<file path="config.mk">
export PLATFORM = sky130hd
export DESIGN_NAME = ods_osc_divider
export DESIGN_NICKNAME = d
export VERILOG_FILES = /design/src/rtl/ods_pkg.sv /design/src/rtl/ods_osc_divider.sv
export SDC_FILE = /design/constraint.sdc
export NUM_CORES = 1
export LEC_CHECK = 0
export BUFFER_PORTS_ARGS = -buffer_cell sky130_fd_sc_hd__buf_2
export CAP_MARGIN = 20
export CORE_MARGIN = 4
export CORE_UTILIZATION = 32
export CTS_CLUSTER_SIZE = 28
export DETAILED_ROUTE_END_ITERATION = 7
export PLACE_DENSITY_LB_ADDON = 0.12
export REMOVE_ABC_BUFFERS = 1
export SKIP_CTS_REPAIR_TIMING = 1
export SYNTH_ARGS = -nofsm -noshare
export SYNTH_HDL_FRONTEND = slang
export SYNTH_SLANG_ARGS = --single-unit
</file>
<file path="constraint.sdc">
create_clock -name clk_sys -period 7.5 [get_ports clk_sys]
set_clock_uncertainty 0.2 [all_clocks]
set_input_delay 0.75 -clock clk_sys [delete_from_list [all_inputs] [get_ports clk_sys]]
set_output_delay 0.75 -clock clk_sys [all_outputs]
set_load 0.03 [all_outputs]
</file>
<file path="src/rtl/ods_pkg.sv">
// Shared constants and types for the oscillator divider and enabling sequencer
package ods_pkg;
    // ****************************************
    // Timing
    // ****************************************
    localparam int CLK_PERIOD_NS = 8;
    // Master clock cycles to let the reference settle after a power-up
    localparam int STAB_MCLK_CYCLES = 256;
    localparam logic [8:0] STAB_LAST = 9'(STAB_MCLK_CYCLES - 1);

    // ****************************************
    // Register map (byte addresses)
    // ****************************************
    localparam logic [3:0] ADDR_MODE = 4'h0;
    localparam logic [3:0] ADDR_DIV = 4'h4;
    localparam logic [3:0] ADDR_STATUS = 4'h8;
    localparam logic [8:0] MODE_RESET = 9'h034;
    localparam logic [8:0] DIV_RESET = 9'h000;
    // The three top mode bits must stay zero
    localparam logic [8:0] MODE_WRITE_MASK = 9'h03F;
    localparam logic [8:0] DIVISOR_OFFSET = 9'h002;
    // Synchronisers start at the idle pin levels {enable, shared pin, external}
    // so that a released reset cannot fake a power-down request
    localparam logic [2:0] SYNC_RESET = 3'h2;

    // ****************************************
    // Types
    // ****************************************
    typedef struct packed {
        logic [2:0] zero;
        logic refOutDisable;
        logic pdSelect;
        logic prescaleHalf;
        logic prescaleBypass;
        logic dividerBypass;
        logic extSelect;
    } ods_mode_t;

    // Gray coded along INT -> HOLD_EXT -> EXT -> HOLD_INT -> INT
    typedef enum logic [1:0] {
        SW_INT = 2'b00,
        SW_HOLD_EXT = 2'b01,
        SW_EXT = 2'b11,
        SW_HOLD_INT = 2'b10
    } ods_sw_state_t;

    // Gray coded along RUN -> OUT_OFF -> REF_OFF -> WAKE -> RUN
    typedef enum logic [1:0] {
        PD_RUN = 2'b00,
        PD_OUT_OFF = 2'b01,
        PD_REF_OFF = 2'b11,
        PD_WAKE = 2'b10
    } ods_pd_state_t;

    typedef struct packed {
        logic [23:0] zero;
        logic usingExt;
        logic oeSampled;
        logic divGate;
        logic divOut;
        ods_pd_state_t pdState;
        ods_sw_state_t swState;
    } ods_status_t;
endpackage

</file>
<file path="src/rtl/ods_osc_divider.sv">
// Oscillator prescaler, reference switch, programmable divider and enabling sequencer
//
// How it works
// - Power-down-select bit 0: shared pin picks reference; bit 1: pin powers down.
// - Reference-output-disable 1 floats reference output; 0 drives master clock.
// - Output-enable never touches reference output; power-down still disables it.
// - Divider divides by the nine-bit value plus two, range 2 to 513.
// - Output-enable sampled on master clock rise, gating the divider output.
// - Gating never shortens a high output pulse.
// - Enable change missing the sample edge completes one master cycle later.
// - First divided rise follows output-enable by one to two master periods.
// - Disable during a high pulse lets it finish, then holds low.
// - Disable while low but past the sample edge lets one more pulse out.
// - Divide-by-one disable passes one extra pulse, two when sampled late.
// - Select mode switches internal and external reference without glitches.
// - Divided output follows the switched reference at its divided rate.
// - Falling select requests external, detected on falling internal edge.
// - Hold low at least half internal period, route external once low.
// - Return to internal is level triggered on a low external clock.
// - Select high, external low: hold low to internal fall, pass next rise.
// - Output-enable low keeps oscillator running and clears divider counter.
// - Prescale bit 0 divides by 4, 1 by 2, unless prescaler or divider bypassed.
`timescale 1ns/100ps
module ods_osc_divider (
    input wire logic clk_sys,
    input wire logic rst_n,
    input wire logic [3:0] avs_address,
    input wire logic avs_read,
    input wire logic avs_write,
    input wire logic [31:0] avs_writedata,
    input wire logic [3:0] avs_byteenable,
    output logic [31:0] avs_readdata,
    output logic avs_waitrequest,
    input wire logic outputEnable,
    input wire logic sharedPdRefselPin,
    input wire logic externalOscInput,
    output logic refClockOutput,
    output logic refClockOutputEn_n,
    output logic divClockOutput,
    output logic divClockOutputEn_n
);
    import ods_pkg::*;

    function automatic logic addrIs(input logic [3:0] addr, input logic [3:0] target);
        addrIs = (addr == target);
    endfunction

    // ****************************************
    // Register bus
    // ****************************************
    ods_mode_t modeWord;
    logic [8:0] dividerWord;
    ods_status_t status;
    logic busReq;

    assign busReq = avs_read | avs_write;

    // One wait cycle on every access, then the answer
    always_ff @(posedge clk_sys) begin
        if (!rst_n) begin
            avs_waitrequest <= 1'b1;
        end else begin
            avs_waitrequest <= !(busReq && avs_waitrequest);
        end
    end

    always_ff @(posedge clk_sys) begin
        if (!rst_n) begin
            avs_readdata <= 32'h0000_0000;
        end else if (avs_read && avs_waitrequest) begin
            if (addrIs(avs_address, ADDR_MODE)) begin
                avs_readdata <= {23'h000000, modeWord};
            end else if (addrIs(avs_address, ADDR_DIV)) begin
                avs_readdata <= {23'h000000, dividerWord};
            end else if (addrIs(avs_address, ADDR_STATUS)) begin
                avs_readdata <= status;
            end else begin
                avs_readdata <= 32'h0000_0000;
            end
        end
    end

    always_ff @(posedge clk_sys) begin
        if (!rst_n) begin
            modeWord <= MODE_RESET;
            dividerWord <= DIV_RESET;
        end else if (avs_write && !avs_waitrequest) begin
            if (addrIs(avs_address, ADDR_MODE)) begin
                if (avs_byteenable[0]) begin
                    modeWord[7:0] <= avs_writedata[7:0] & MODE_WRITE_MASK[7:0];
                end
                if (avs_byteenable[1]) begin
                    modeWord[8] <= avs_writedata[8] & MODE_WRITE_MASK[8];
                end
            end else if (addrIs(avs_address, ADDR_DIV)) begin
                if (avs_byteenable[0]) begin
                    dividerWord[7:0] <= avs_writedata[7:0];
                end
                if (avs_byteenable[1]) begin
                    dividerWord[8] <= avs_writedata[8];
                end
            end
        end
    end

    // ****************************************
    // Input synchronisers
    // ****************************************
    logic [2:0] asyncIn;
    logic [2:0] syncA;
    logic [2:0] syncB;
    logic oeSync;
    logic pinSync;
    logic extSync;

    assign asyncIn = {outputEnable, sharedPdRefselPin, externalOscInput};

    generate
        for (genvar i = 0; i < 3; i++) begin : g_sync
            always_ff @(posedge clk_sys) begin
                if (!rst_n) begin
                    syncA[i] <= SYNC_RESET[i];
                    syncB[i] <= SYNC_RESET[i];
                end else begin
                    syncA[i] <= asyncIn[i];
                    syncB[i] <= syncA[i];
                end
            end
        end
    endgenerate

    assign oeSync = syncB[2];
    assign pinSync = syncB[1];
    assign extSync = syncB[0];

    // ****************************************
    // Internal oscillator and prescaler
    // ****************************************
    ods_pd_state_t pdState;
    logic [2:0] oscCnt;
    logic internal_reference_clock;
    logic intClkPrev;
    logic intFall;
    logic intEdge;
    logic skipPrescale;

    // Oscillator halts only in the deepest power-down state
    always_ff @(posedge clk_sys) begin
        if (!rst_n) begin
            oscCnt <= 3'h0;
        end else if (pdState != PD_REF_OFF) begin
            oscCnt <= oscCnt + 3'h1;
        end
    end

    assign skipPrescale = modeWord.prescaleBypass | modeWord.dividerBypass;
    assign internal_reference_clock = skipPrescale ? oscCnt[0] : (modeWord.prescaleHalf ? oscCnt[1] : oscCnt[2]);

    always_ff @(posedge clk_sys) begin
        if (!rst_n) begin
            intClkPrev <= 1'b0;
        end else begin
            intClkPrev <= internal_reference_clock;
        end
    end

    assign intFall = intClkPrev & ~internal_reference_clock;
    assign intEdge = intClkPrev ^ internal_reference_clock;

    // ****************************************
    // Glitch-free reference switch
    // ****************************************
    ods_sw_state_t swState;
    logic wantExt;
    logic pdReq;
    logic halfDone;
    logic mclk;
    logic mclkPrev;
    logic mclkRise;
    logic mclkFall;

    assign wantExt = modeWord.pdSelect ? modeWord.extSelect : ~pinSync;
    assign pdReq = modeWord.pdSelect & ~pinSync;

    always_ff @(posedge clk_sys) begin
        if (!rst_n) begin
            swState <= SW_INT;
            halfDone <= 1'b0;
            mclk <= 1'b0;
        end else begin
            case (swState)
                SW_INT: begin
                    mclk <= internal_reference_clock;
                    if (wantExt && intFall) begin
                        swState <= SW_HOLD_EXT;
                        halfDone <= 1'b0;
                    end
                end
                SW_HOLD_EXT: begin
                    mclk <= 1'b0;
                    if (intEdge) begin
                        halfDone <= 1'b1;
                    end
                    if (halfDone && !extSync) begin
                        swState <= SW_EXT;
                    end
                end
                SW_EXT: begin
                    mclk <= extSync;
                    if (!wantExt && !extSync) begin
                        swState <= SW_HOLD_INT;
                    end
                end
                SW_HOLD_INT: begin
                    mclk <= 1'b0;
                    if (intFall) begin
                        swState <= SW_INT;
                    end
                end
                default: begin
                    swState <= SW_INT;
                    mclk <= 1'b0;
                end
            endcase
        end
    end

    always_ff @(posedge clk_sys) begin
        if (!rst_n) begin
            mclkPrev <= 1'b0;
        end else begin
            mclkPrev <= mclk;
        end
    end

    assign mclkRise = mclk & ~mclkPrev;
    assign mclkFall = mclkPrev & ~mclk;

    // ****************************************
    // Enabling sequencer and divider
    // ****************************************
    logic oeSampled;
    logic divGate;
    logic divOut;
    logic [9:0] divCnt;
    logic [9:0] divisor;
    logic [9:0] highLen;
    logic dividerIdle;

    assign divisor = {1'b0, dividerWord} + {1'b0, DIVISOR_OFFSET};
    assign highLen = {1'b0, divisor[9:1]};

    // Sample taken on a master rise is acted on at the next one, giving
    // the one to two master period latency on enable and disable
    always_ff @(posedge clk_sys) begin
        if (!rst_n) begin
            oeSampled <= 1'b0;
        end else if (mclkRise) begin
            oeSampled <= oeSync & (pdState == PD_RUN);
        end
    end

    // Divide-by-one gate moves only while the master clock is low
    always_ff @(posedge clk_sys) begin
        if (!rst_n) begin
            divGate <= 1'b0;
        end else if (mclkFall) begin
            divGate <= oeSampled;
        end
    end

    always_ff @(posedge clk_sys) begin
        if (!rst_n) begin
            divCnt <= 10'h000;
            divOut <= 1'b0;
        end else if (mclkRise) begin
            if (oeSampled) begin
                divOut <= (divCnt < highLen);
                divCnt <= (divCnt == divisor - 10'h001) ? 10'h000 : divCnt + 10'h001;
            end else if (divOut && (divCnt < highLen)) begin
                divCnt <= divCnt + 10'h001;
            end else begin
                divCnt <= 10'h000;
                divOut <= 1'b0;
            end
        end
    end

    assign dividerIdle = !divOut && !divGate && (divCnt == 10'h000);

    // ****************************************
    // Power-down sequencer
    // ****************************************
    logic [8:0] stabCnt;

    always_ff @(posedge clk_sys) begin
        if (!rst_n) begin
            pdState <= PD_RUN;
            stabCnt <= 9'h000;
        end else begin
            case (pdState)
                PD_RUN: begin
                    if (pdReq) begin
                        pdState <= PD_OUT_OFF;
                    end
                end
                PD_OUT_OFF: begin
                    // Reference stops only while low, so no runt pulse
                    if (dividerIdle && !oeSampled && !mclk) begin
                        pdState <= PD_REF_OFF;
                    end
                end
                PD_REF_OFF: begin
                    if (!pdReq) begin
                        pdState <= PD_WAKE;
                        stabCnt <= 9'h000;
                    end
                end
                PD_WAKE: begin
                    if (mclkRise) begin
                        if (stabCnt == STAB_LAST) begin
                            pdState <= PD_RUN;
                        end else begin
                            stabCnt <= stabCnt + 9'h001;
                        end
                    end
                end
                default: begin
                    pdState <= PD_RUN;
                end
            endcase
        end
    end

    // ****************************************
    // Output pins
    // ****************************************
    always_ff @(posedge clk_sys) begin
        if (!rst_n) begin
            refClockOutput <= 1'b0;
            refClockOutputEn_n <= 1'b1;
        end else begin
            // Output-enable deliberately plays no part here
            refClockOutput <= mclk;
            refClockOutputEn_n <= modeWord.refOutDisable ||
                ((pdState != PD_RUN) && (pdState != PD_OUT_OFF));
        end
    end

    always_ff @(posedge clk_sys) begin
        if (!rst_n) begin
            divClockOutput <= 1'b0;
            divClockOutputEn_n <= 1'b1;
        end else begin
            divClockOutput <= modeWord.dividerBypass ? (mclk & divGate) : divOut;
            divClockOutputEn_n <= !((pdState == PD_RUN) ||
                ((pdState == PD_OUT_OFF) && !dividerIdle));
        end
    end

    always_comb begin
        status = '0;
        status.swState = swState;
        status.pdState = pdState;
        status.divOut = divOut;
        status.divGate = divGate;
        status.oeSampled = oeSampled;
        status.usingExt = (swState == SW_EXT);
    end
endmodule

</file>
==> reports/results.md <==
## Global route
• 0 — remaining global-route overflow
• 13.5% — Global Route Usage Sum
• 15.2 mm — wire length of the first global-routing pass
• 60 — maximum number of pins on one net before global-route repair
• 0 — number of antenna violations at the first check in global routing
• 2,987 — vias in the first global route

## Clock tree
• 340 ps — clock network latency to the later pin of the worst-skew pair
• 9 — total CTS buffers
• yes — TritonCTS clock tree
• 3 — H-tree level count
• sky130_fd_sc_hd__clkbuf_16 — clock tree root driver cell
• 2 — clock tree buffer depth
• 60 ps — clock slew at the register clock pins of the worst setup and hold paths
• 67 — TritonCTS sink count

## Route
• 3,230 — number of vias in the routed layout
• 9.28 mm — total wire length after detailed routing
• 4 — count of TritonRoute iterations in the first routing pass
• 13.9 um — post-DR wirelength/cell
• 4.84 — DR vias/cell
• 131 — initial drt markers
• 0 — antenna-violating nets left
• 0 — number of remaining DRC errors

## Yosys
• 67 — number of synthesized register bits
• 0 — YS warnings
• 60 — Cell variety after synth
• 27.2% — area share of and/or/nand/nor cells after synthesis
• 471 — Post-Syn Instances
• sky130_fd_sc_hd__dfxtp_1, sky130_fd_sc_hd__ha_1, sky130_fd_sc_hd__nor2b_1 — top cells by area in the synthesized netlist
• sky130_fd_sc_hd__dfxtp_1 — cell type with the largest total area after synthesis
• 5.38% — proportion of synthesized area in mux cells
• 33.9% — proportion of netlist area held by the largest area contributor
• 0% — ys async rst share
• sky130_fd_sc_hd__dfxtp_1 — Synth Flop Type
• 0 — Post-synth EDFFs
• 8.39 um^2 — mean cell area of the mapped netlist
• 33.9% — sequential share of the synthesized area
• 3950 um^2 — netlist area before placement
• 14.3% — share of the synthesized area in compound gates (AO/OA/AOI/OAI)
• 5.38% — synthesized-area fraction occupied by adder cells
• sky130_fd_sc_hd__dfxtp_1 — most instantiated library cell after synthesis
• 5.45% — XOR/XNOR share of the synthesized area
• simple AND/OR/NAND/NOR gates — combinational family with the most area after synthesis
• sky130_fd_sc_hd__dfxtp_1, sky130_fd_sc_hd__nand2_1, sky130_fd_sc_hd__nor2b_1 — synth cell count leaders

## Finish
• 1,281 — filler instances
• 4470 um^2 — fin area
• 0 — antenna cell count
• 13.4% — share of cells above drive strength 1
• 560 — NumNets Final
• 1340 um^2 — Sequential Area
• 13.2% — Layout area overhead
• 37.1% — utilization after layout
• 2380 um^2 — area of the multi-input gates

## Floorplan
• 14,200 um^2 — area enclosed by the die boundary
• 12,100 um^2 — Core Region
• 32.8% — Starting Density
• 119 um — die outline height
• 119 um — Die W
• 84 — total I/O pin count
• 40 — Rows

## Setup path
• dividerWord[1] — launching instance or port of the critical path
• 3780 ps — data arrival time of the worst path
• 3780 ps — slack of the worst reg-to-reg path
• sky130_fd_sc_hd__dfxtp_1 — Critical Path Slowest Stage Cell
• 550 ps — worst stage delay on the critical path
• 11 — Crit Path Max Fanout
• divCnt[6] — crit path to
• divCnt[6] — endpoint of the lowest-slack register-to-register path
• flip-flop — Startpoint Class
• flip-flop — type of element capturing the critical path
• dividerWord[1] — RR Startpoint
• 7560 ps — required arrival time at the worst endpoint
• sky130_fd_sc_hd__ha_1 — cell mode on critical path
• flip-flop to flip-flop — critical path class
• ha_1 > nand2_1 > or3_4 > and2_1 > ha_1 > a211o_1 > o221a_2 > o21ai_0 > a31o_2 > o211ai_2 > o31ai_2 — chain of cells forming the critical path
• 11 — Reg2Reg Depth

## Power and ir drop
• 191 nW/um^2 — Pwr per Cell Area
• 0.000133 V — worst vdd rail ir drop
• 1.67 nW — Lkg Pwr

## Place
• 4170 um^2 — Placement Cell Area
• 35 — buffers added on ports
• 6.67 mm — DP Wirelength
• 0.741 — Final GP Congestion
• 3820 ps — worst setup slack after placement

## STA
• 49.5% — final worst-path cycle share
• 0 — setup-violating endpoint count in the final report
• 0 — Final Max Slew Viols
• 0 ps — Setup TNS
• 0 — final hold violation count
• 208 ps — worst slack on hold paths
• 3720 ps — minimum period implied by the final worst setup slack
• no — RSZ-0062 raised after global routing
• 269 MHz — Fmax
• 3780 ps — Setup WS post-layout
• 34.8% — headroom to the max-slew limit
• 971 ps — slew at the pin closest to its max-slew limit

## Status
• completed — outcome

## Hold path
• flip-flop to flip-flop — Worst Hold Class

## Run
• 0 — max-cap violation count

## flip-flops by register name, summed over array words and instances, names as in the netlist, 3 cells and up
| signal | count |
|---|---|
| divCnt | 10 |
| avs_readdata | 9 |
| dividerWord | 9 |
| stabCnt | 9 |
| modeWord | 6 |
| oscCnt | 3 |
| syncA | 3 |
## cells by family (layout without fill, tap and decap cells)
group / count (synthesis) / in the layout
simple gates: 199 / 199
other cells: 1 / 23
xor+xnor: 23 / 23
flops: 67 / 67
buf+inv: 59 / 66
fa+ha+maj: 17 / 17
compound gates: 84 / 84
mux: 21 / 21
## power breakdown
part           total [mW]  leakage [nW]  internal [mW]  switching, mW
clock               0.429         0.141          0.266          0.163
combinational      0.0577         0.983         0.0169         0.0408
sequential          0.367         0.543          0.362        0.00477
## routing by layer
layer  vias to the layer above  part of all wire (%)  GRT usage (%)
li1                       1664                     -              -
met1                      1503                    49           17.7
met2                        54                    45           21.1
met3                         9                   4.6           4.18
met4                         0                   1.3           4.34
met5                         -                     0              0
## critical path: cells and delay by family, from the launching register on
family / cells / cell delay, ps
compound gates: 6 / 1400
fa+ha+maj: 2 / 680
flops: 1 / 550
simple gates: 3 / 790
## final cells by class
cell class,count,share of cell area (%)
inverters,14,1.18
clock inverters,5,1.40
multi-input cells,367,53.1
flip-flops and latches,67,30.0
clock buffers,10,5.34
repair buffers,37,4.25
well taps,168,4.70
## per-stage QoR
| step | std cells | power (mW) |
|---|---|---|
| 3_5_place_dp | 653 | 0.433 |
| 6_report | 668 | 0.853 |
| 5_1_grt | 668 | 0.889 |
| 2_1_floorplan | 448 | 0.412 |
| 4_1_cts | 668 | 0.870 |
| 3_3_place_gp | 653 | 0.432 |
## cells in the final DEF (no fill, tap or decap), types with 2 or more instances in the layout
master                       netlist  final
sky130_fd_sc_hd__a21oi_1          22     22
sky130_fd_sc_hd__o22ai_1           2      2
sky130_fd_sc_hd__or3_1             4      4
sky130_fd_sc_hd__o21ai_1           2      2
sky130_fd_sc_hd__and4_1            2      2
sky130_fd_sc_hd__nor2_1           30     30
sky130_fd_sc_hd__buf_4            23      2
sky130_fd_sc_hd__clkbuf_16         0      9
sky130_fd_sc_hd__o31ai_1           2      2
sky130_fd_sc_hd__nand4_1          12     12
sky130_fd_sc_hd__nand2_1          32     32
sky130_fd_sc_hd__a22oi_1           7      7
sky130_fd_sc_hd__mux2_2            2      2
sky130_fd_sc_hd__o211ai_1          5      5
sky130_fd_sc_hd__o21ai_0          16     16
sky130_fd_sc_hd__nor2b_1          32     32
sky130_fd_sc_hd__inv_1            13     13
sky130_fd_sc_hd__nor4_1            6      6
sky130_fd_sc_hd__and2_1           13     13
sky130_fd_sc_hd__ha_1             17     17
sky130_fd_sc_hd__xor2_1           13     13
sky130_fd_sc_hd__xnor2_1           9      9
sky130_fd_sc_hd__mux2i_1          19     19
sky130_fd_sc_hd__nand2b_1         15     15
sky130_fd_sc_hd__a21boi_0          8      8
sky130_fd_sc_hd__conb_1            1     23
sky130_fd_sc_hd__nand3_1          20     20
sky130_fd_sc_hd__o221a_2           2      2
sky130_fd_sc_hd__nor3_1           16     16
sky130_fd_sc_hd__dfxtp_1          67     67
sky130_fd_sc_hd__clkinvlp_4        0      2
sky130_fd_sc_hd__and3_1            7      7
sky130_fd_sc_hd__buf_2             5     35
sky130_fd_sc_hd__o21a_1            2      2
sky130_fd_sc_hd__a211o_1           3      3
## worst min path at each step
stage	from	end	slack, ps	cells after the start
after floorplan	syncA[1]	pinSync	190	1
after global routing	syncA[1]	pinSync	240	1
final	syncA[1]	pinSync	210	1
after global placement	syncA[1]	pinSync	200	1
after detailed placement	syncA[1]	pinSync	200	1
after CTS	syncA[1]	pinSync	210	1
Power figures use the tool's default switching activity.
